**src/rsc_pkg.sv**
```systemverilog
package rsc_pkg;

   // ------------------------------------------------------------------
   // Link bit positions within every two-bit link vector
   // ------------------------------------------------------------------
   localparam int UL_IDX = 0;
   localparam int DL_IDX = 1;

   typedef logic [1:0] rsc_link_type;

   localparam rsc_link_type RSC_LINKS_NONE = 2'h0;
   localparam rsc_link_type RSC_LINKS_UL   = 2'h1;
   localparam rsc_link_type RSC_LINKS_DL   = 2'h2;
   localparam rsc_link_type RSC_LINKS_BOTH = 2'h3;

   // ------------------------------------------------------------------
   // Backup modes
   // ------------------------------------------------------------------
   typedef enum logic [2:0] {
      RSC_MODE_MANUAL  = 3'h1,
      RSC_MODE_PAIRED  = 3'h2,
      RSC_MODE_PERLINK = 3'h4
   } rsc_mode_type;

   typedef struct packed {
      logic         redundancy_enable;
      rsc_mode_type backup_mode_select;
   } rsc_cfg_type;

   typedef struct packed {
      logic         redundancy_enable;
      rsc_mode_type backup_mode_select;
      logic         interconnect_missing;
      logic         online;
      rsc_link_type held;
      rsc_link_type peer_fault;
   } rsc_status_type;

   typedef struct packed {
      rsc_cfg_type    cfg;
      rsc_link_type   held;
      logic           missing;
      logic           cfg_rejected;
      rsc_status_type status;
   } rsc_state_type;

   // ------------------------------------------------------------------
   // Reset values
   // ------------------------------------------------------------------
   localparam logic         RSC_EN_RESET   = 1'b0;
   localparam rsc_mode_type RSC_MODE_RESET = RSC_MODE_MANUAL;
   localparam rsc_link_type RSC_HELD_RESET = RSC_LINKS_BOTH;

endpackage : rsc_pkg

```
**src/rsc_switchover.sv**
```systemverilog
`timescale 1ns/1ps

// Notes on behaviour
// - Peer-based switchover happens only while redundancy enable is set.
// - With redundancy enabled and the cable present, local and peer faults drive online decisions in paired and per-link modes.
// - A missing interconnect raises the cable-missing indication.
// - Configuration writes are refused while the interconnect is missing.
// - Mode resets to manual; manual switch command goes online only while the cable is present.
// - Paired mode: offline unit with no local fault goes online when the peer reports a fault and holds no link.
// - Paired mode: a fault on either link releases both links.
// - Per-link mode: only the faulted link is released, the other kept.
// - Backup status is refreshed every cycle and readable any time.
module rsc_switchover
   import rsc_pkg::*;
(
   input  wire logic           ref_clk,
   input  wire logic           nrst,
   input  wire logic           cfg_wr,
   input  wire rsc_cfg_type    cfg_in,
   input  wire logic           switch_cmd,
   input  wire logic           cable_present,
   input  wire rsc_link_type   local_fault,
   input  wire rsc_link_type   peer_fault,
   input  wire rsc_link_type   peer_held,
   output logic                uplink_ctrl,
   output logic                downlink_ctrl,
   output logic                online,
   output logic                interconnect_missing_indication,
   output logic                cfg_rejected,
   output rsc_status_type      backup_status_view
);

   // ------------------------------------------------------------------
   // State
   // ------------------------------------------------------------------
   rsc_state_type q;
   rsc_state_type next_q;
   logic          mode_legal;

   assign mode_legal = cfg_in.backup_mode_select inside
      {RSC_MODE_MANUAL, RSC_MODE_PAIRED, RSC_MODE_PERLINK};

   // ------------------------------------------------------------------
   // Next-state logic
   // ------------------------------------------------------------------
   always_comb begin
      next_q              = q;
      next_q.cfg_rejected = 1'b0;
      next_q.missing      = !cable_present;

      // An illegal mode code is refused rather than half-applied.
      if (cfg_wr) begin
         if (!cable_present || !mode_legal) begin
            next_q.cfg_rejected = 1'b1;
         end else begin
            next_q.cfg = cfg_in;
         end
      end

      // Without redundancy the unit stands alone and owns both links.
      if (!q.cfg.redundancy_enable) begin
         next_q.held = RSC_LINKS_BOTH;
      end else if (cable_present) begin
         // Peer status is meaningless without the cable, so hold.
         unique case (q.cfg.backup_mode_select)
            RSC_MODE_MANUAL: begin
               if (switch_cmd) begin
                  next_q.held = RSC_LINKS_BOTH;
               end
            end
            RSC_MODE_PAIRED: begin
               // Any local fault drops both links, even a link that a
               // part-held unit no longer owns, so the pair stays paired.
               if (|local_fault) begin
                  next_q.held = RSC_LINKS_NONE;
               end else if (q.held == RSC_LINKS_NONE && |peer_fault &&
                            local_fault == RSC_LINKS_NONE &&
                            peer_held == RSC_LINKS_NONE) begin
                  next_q.held = RSC_LINKS_BOTH;
               end
            end
            RSC_MODE_PERLINK: begin
               // Each link is decided on its own; a link held by the
               // peer is never taken, which keeps ownership exclusive.
               next_q.held = (q.held & ~local_fault) |
                             (~q.held & peer_fault & ~local_fault &
                              ~peer_held);
            end
         endcase
      end

      next_q.status.redundancy_enable    = next_q.cfg.redundancy_enable;
      next_q.status.backup_mode_select   = next_q.cfg.backup_mode_select;
      next_q.status.interconnect_missing = next_q.missing;
      next_q.status.online               = |next_q.held;
      next_q.status.held                 = next_q.held;
      next_q.status.peer_fault           = peer_fault;
   end

   always_ff @(posedge ref_clk) begin
      if (!nrst) begin
         q.cfg.redundancy_enable  <= RSC_EN_RESET;
         q.cfg.backup_mode_select <= RSC_MODE_RESET;
         q.held                   <= RSC_HELD_RESET;
         q.missing                <= 1'b0;
         q.cfg_rejected           <= 1'b0;
         q.status.redundancy_enable    <= RSC_EN_RESET;
         q.status.backup_mode_select   <= RSC_MODE_RESET;
         q.status.interconnect_missing <= 1'b0;
         q.status.online               <= |RSC_HELD_RESET;
         q.status.held                 <= RSC_HELD_RESET;
         q.status.peer_fault           <= RSC_LINKS_NONE;
      end else begin
         q <= next_q;
      end
   end

   // ------------------------------------------------------------------
   // Outputs
   // ------------------------------------------------------------------
   assign uplink_ctrl                     = q.held[UL_IDX];
   assign downlink_ctrl                   = q.held[DL_IDX];
   assign online                          = q.status.online;
   assign interconnect_missing_indication = q.missing;
   assign cfg_rejected                    = q.cfg_rejected;
   assign backup_status_view              = q.status;

   logic auto_on;
   assign auto_on = q.cfg.redundancy_enable && cable_present;
endmodule : rsc_switchover

```
**config.mk**
```make
export PLATFORM = sky130hd
export DESIGN_NAME = rsc_switchover
export DESIGN_NICKNAME = d
export VERILOG_FILES = /design/src/rsc_pkg.sv /design/src/rsc_switchover.sv
export SDC_FILE = /design/constraint.sdc
export NUM_CORES = 1
export LEC_CHECK = 0
export ABC_AREA = 1
export BUFFER_PORTS_ARGS = -buffer_cell sky130_fd_sc_hd__buf_4
export CORE_MARGIN = 2
export CORE_UTILIZATION = 35
export CTS_CLUSTER_DIAMETER = 100
export CTS_CLUSTER_SIZE = 24
export DETAILED_ROUTE_END_ITERATION = 16
export HOLD_SLACK_MARGIN = 0.06
export PLACE_DENSITY_LB_ADDON = 0.3
export SLEW_MARGIN = 20
export SYNTH_ARGS = -nofsm -noshare
export SYNTH_HDL_FRONTEND = slang
export SYNTH_SLANG_ARGS = --single-unit
```
**constraint.sdc**
```tcl
create_clock -name ref_clk -period 1.1 [get_ports ref_clk]
set_clock_uncertainty 0.1 [all_clocks]
set_input_delay 0.11 -clock ref_clk [delete_from_list [all_inputs] [get_ports ref_clk]]
set_output_delay 0.11 -clock ref_clk [all_outputs]
set_load 0.05 [all_outputs]
```
[Word level (Yosys, flattened, before mapping)]
Index checks and enable logic that the tools add are counted.
Word-level totals
  register bits: 11
  latch bits: 0
  memory bits (writable): 0
  ROM bits: 0
  bits of input ports: 15
  output and inout port bits: 15
  logic and storage cells: 46
  memories kept: 0
Operators by class
  add/subtract/negate cells: 0
  multipliers: 0
  divide/modulo/power cells: 0
  magnitude comparators: 0
  eq/ne operators: 6
  shifts and indexed selects: 0
  mux-type cells: 9
  bitwise gates (word level): 9
  reduce and logical (&&, ||, !) cells: 15
Operators with widths (count)
  $mux W2: 5
  $and A2 B2 Y2: 4
  $mux W4: 2
  $eq A3 B1 Y1 const B: 2
  $eq A3 B2 Y1 const B: 2
  $eq A3 B3 Y1 const B: 2
  $logic_not A2 Y1: 3
  $not A2 Y2: 3
  $pmux W2 S3: 1
  $reduce_or A2 Y1: 3
  $reduce_and A2 Y1: 2
  $logic_and A1 B1 Y1: 3
  $reduce_bool A3 Y1: 1
  $logic_not A1 Y1: 2
  $or A2 B2 Y2: 1
  $logic_or A1 B1 Y1: 1
  $mux W1: 1
  $not A1 Y1: 1

[Logic depth before layout (Yosys ltp)]
  word-level depth: 10
  depth in mapped cells: 9
  depth with buffers taken out: 9

[Worst setup path after synthesis]
No wires, ideal clock.
  path type: register to register
  start point: register backup_status_view[2] (netlist name)
  end point: register online (netlist name)
  setup time: 0.120 ns
  arrival time: 1.295 ns
  required time: 0.880 ns
  setup slack: -0.416 ns
  cell stages (with the launch flop): 10
  buffers on the path: 0
  clock period less this slack: 1.516 ns
  path through: dfxtp_1 > inv_1 > nand2_1 > nor2_1 > nand2_1 > nand2_1 > nand2_1 > nand2_1 > a21oi_1 > nand2_1

==> results.md <==
- DP HPWL: 1060 µm
- P&R area growth vs syn: 71.9%
- Die ar.: just under 0.002 mm²
- Psw: ~290 µW
- Synth unique cells: 15
- Sequential Power Share: roughly 45%
- Number of antenna-violating nets in the routed design: 0
- Crit path DAT: 1.29 ns
- Worst Setup End Kind: flop
- Startpoint class of the critical path: flop
- Kind of critical path: flop to flop
- Row count: 14
- Aggregate global-route resource usage: 16.0%
- Starting Density: between 30% and 40%
- H-tree levels: 1
- Max IR drop VDD: 0.601 mV
- Worst r2r dst: online
- Initial antenna violation count: 0
- Avg Synthesized Cell Area: 6.56 µm²
- Worst Hold Depth: 3
- Via count: 675
- Worst Hold Path EP: backup_status_view[2]
- Skew-Pair Late Insertion Delay: 0.26 ns
- Clk root buf: clkbuf_4
- CTS Buf Count: 3
- Global placement routability congestion: slightly below 0.8
- Residual DRC: 0
- Mapped Cells: 87
- Worst Hold Launch: cable_present
- Final hold violations: 1
- Total power: 948 µW
- Max cap viols: 0
- Number of I/O port buffers: 29
- Total Routed Length: 1430 µm
- Final Worst Setup Slack: -0.128 ns
- Core ar.: 0.00152 mm²
- Clk buf depth: 2
- Leak: 0.494 nW
- Height of the die: 44.4 µm
- Setup crit start: backup_status_view[6]
- Vias per cell: 4.62
- Max Clock Freq: 814 MHz
- Critical Path RT: 1.16 ns
- Mapped Area: approximately 570 µm²
- Fin crit period: approximately 1.2 ns
- PwrDens: 966 mW/mm²
- Global route overflow: 0
- Worst slack, placed: -0.106 ns
- Antenna diodes: 0
- RSZ-0062 raised after global routing: yes
- Synth Warn #: 0
- Yosys reg bits: 11
- Share of power burned in the clock network: 29.2%
- Post-synthesis sequential area ratio: 38.6%
- Tcrit/Tclk final: 112%
- P_int: 661 µW
- First DRT Iteration DRCs: 9
- Reg2Reg Setup Slack: -0.13 ns
- Failing checks: negative hold slack, negative setup slack
- Comb power frac: 26.3%
- # IOs: 30
- Die Wd: 44.4 µm
- Worst Tran Pin Value: 0.251 ns
- FF-to-FF path depth: 8
- HP Class: input pin to flop
- Fill cells: about 160
- Largest net degree at the start of global routing: 11
- Status: finished with violations
- Slew HR: between 80% and 90%
- Largest fanout on the critical path: 3
- Final net count: 146
- Pins Over Slew Limit: 0
- First-pass GRT wire length: 2270 µm
- Final setup viols: 3
- CTS clk-pin slew, worst paths: 0.07 ns
- Fin Hold WS: -0.00288 ns
- DRT Pass-1 Iters: 4
- Sink Count: 11
- Sw Ratio: 30.3%
- Postcts setup bufs: 0
- Syn Nets: 102
- TritonCTS clock tree: done
- Reg-to-Reg Start: backup_status_view[6]
- Vias in the first global route: 580
- Share of cells above drive strength 1: 42.3%
- Routed len/inst: 9.76 µm
metal layers:
metal  routed length, µm  vias to the layer above  GRT usage (%)
met4                  15                        0           10.9
met2                 755                       19           27.1
li1                    -                      357              -
met5                   0                        -              0
met1                 563                      297           18.5
met3                  90                        2           2.45
layout by cell type (no fill, tap or decap), types with 4 or more instances in the layout:
cell	count
buf_4	33
nor2_1	16
dlygate4sd3_1	9
a21oi_1	4
dfxtp_4	5
nand2_1	18
nand3_1	4
dfxtp_1	4
inv_1	12
logic make-up after synthesis:
| kind of cell | share of synthesized area (%) |
|---|---|
| AOI/OAI and AO/OA | 13.8 |
| buffers and inverters | 18.0 |
| DFF | 38.6 |
| and+or+nand+nor | 29.6 |
synth_stat cells:
cell type | count | area, µm²
inv_2 | 1 | 3.75
nand2_1 | 18 | 67.6
a21oi_1 | 6 | 30.0
nor2_1 | 17 | 63.8
buf_4 | 4 | 30.0
o211ai_1 | 2 | 15.0
clkinv_2 | 1 | 5.00
o21ai_1 | 3 | 15.0
buf_6 | 1 | 11.3
o21ai_0 | 2 | 10.0
nand3_1 | 5 | 25.0
dfxtp_1 | 11 | 220
nand4_2 | 1 | 12.5
a21oi_2 | 1 | 8.76
inv_1 | 14 | 52.6
area by class of cell:
type                       instances  area (µm²)  share of cell area (%)
tap                               16        20.0                    2.04
timing repair buffer              44         364                    37.1
sequential                        11         241                    24.6
clock buffer                       4        26.3                    2.68
inverter                          16        61.3                    6.25
multi-input combinational         55         268                    27.3
how the worst max path moves through the flow:
stage,slack [ns],depth (start not counted),endpoint
after floorplan,-0.10,8,online
after global placement,-0.08,8,online
after detailed placement,-0.11,8,backup_status_view[3]
after CTS,-0.12,8,backup_status_view[3]
after global routing,-0.25,8,online
final,-0.13,8,online
flip-flops by register name, summed over array words and instances, names as in the netlist:
name                flops
online                  1
cfg_rejected            1
backup_status_view      9
through the flow:
stage | util [%] | instance area, µm² | instances | setup TNS [ns]
after floorplan | - | 607 | 87 | -0.283
after global placement | 55.7 | 848 | 133 | -0.200
after detailed placement | 55.7 | 848 | 133 | -0.282
after CTS | 62.7 | 956 | 144 | -0.325
after global routing | 64.4 | 981 | 146 | -0.687
final | 64.4 | 981 | 146 | -0.363
critical path: stages (launching register included):
cell and delay (ns):
dfxtp_4 0.36, nor2_4 0.11, nand2_1 0.06, nand2_1 0.07, nor2_1 0.04, nor2_1 0.10, nand2_1 0.07, a21oi_2 0.15
nand2_1 0.06
timing repair:
item / in CTS / in global routing
hold buffers: 7 / 2
pin swaps: 0 / 4
endpoints found under the setup margin: 4 / 4
endpoints found under the hold margin: 11 / 8
resized for setup: 3 / 3
power groups by stage:
stage                     Sequential [mW]  Clock (mW)  Combinational, mW
after floorplan                     0.489           0             0.0672
after global placement              0.429           0              0.217
after detailed placement            0.430           0              0.219
after CTS                           0.421       0.291              0.243
after global routing                0.424       0.307              0.269
final                               0.422       0.277              0.249
No activity file was read; power rests on OpenSTA's default activity.
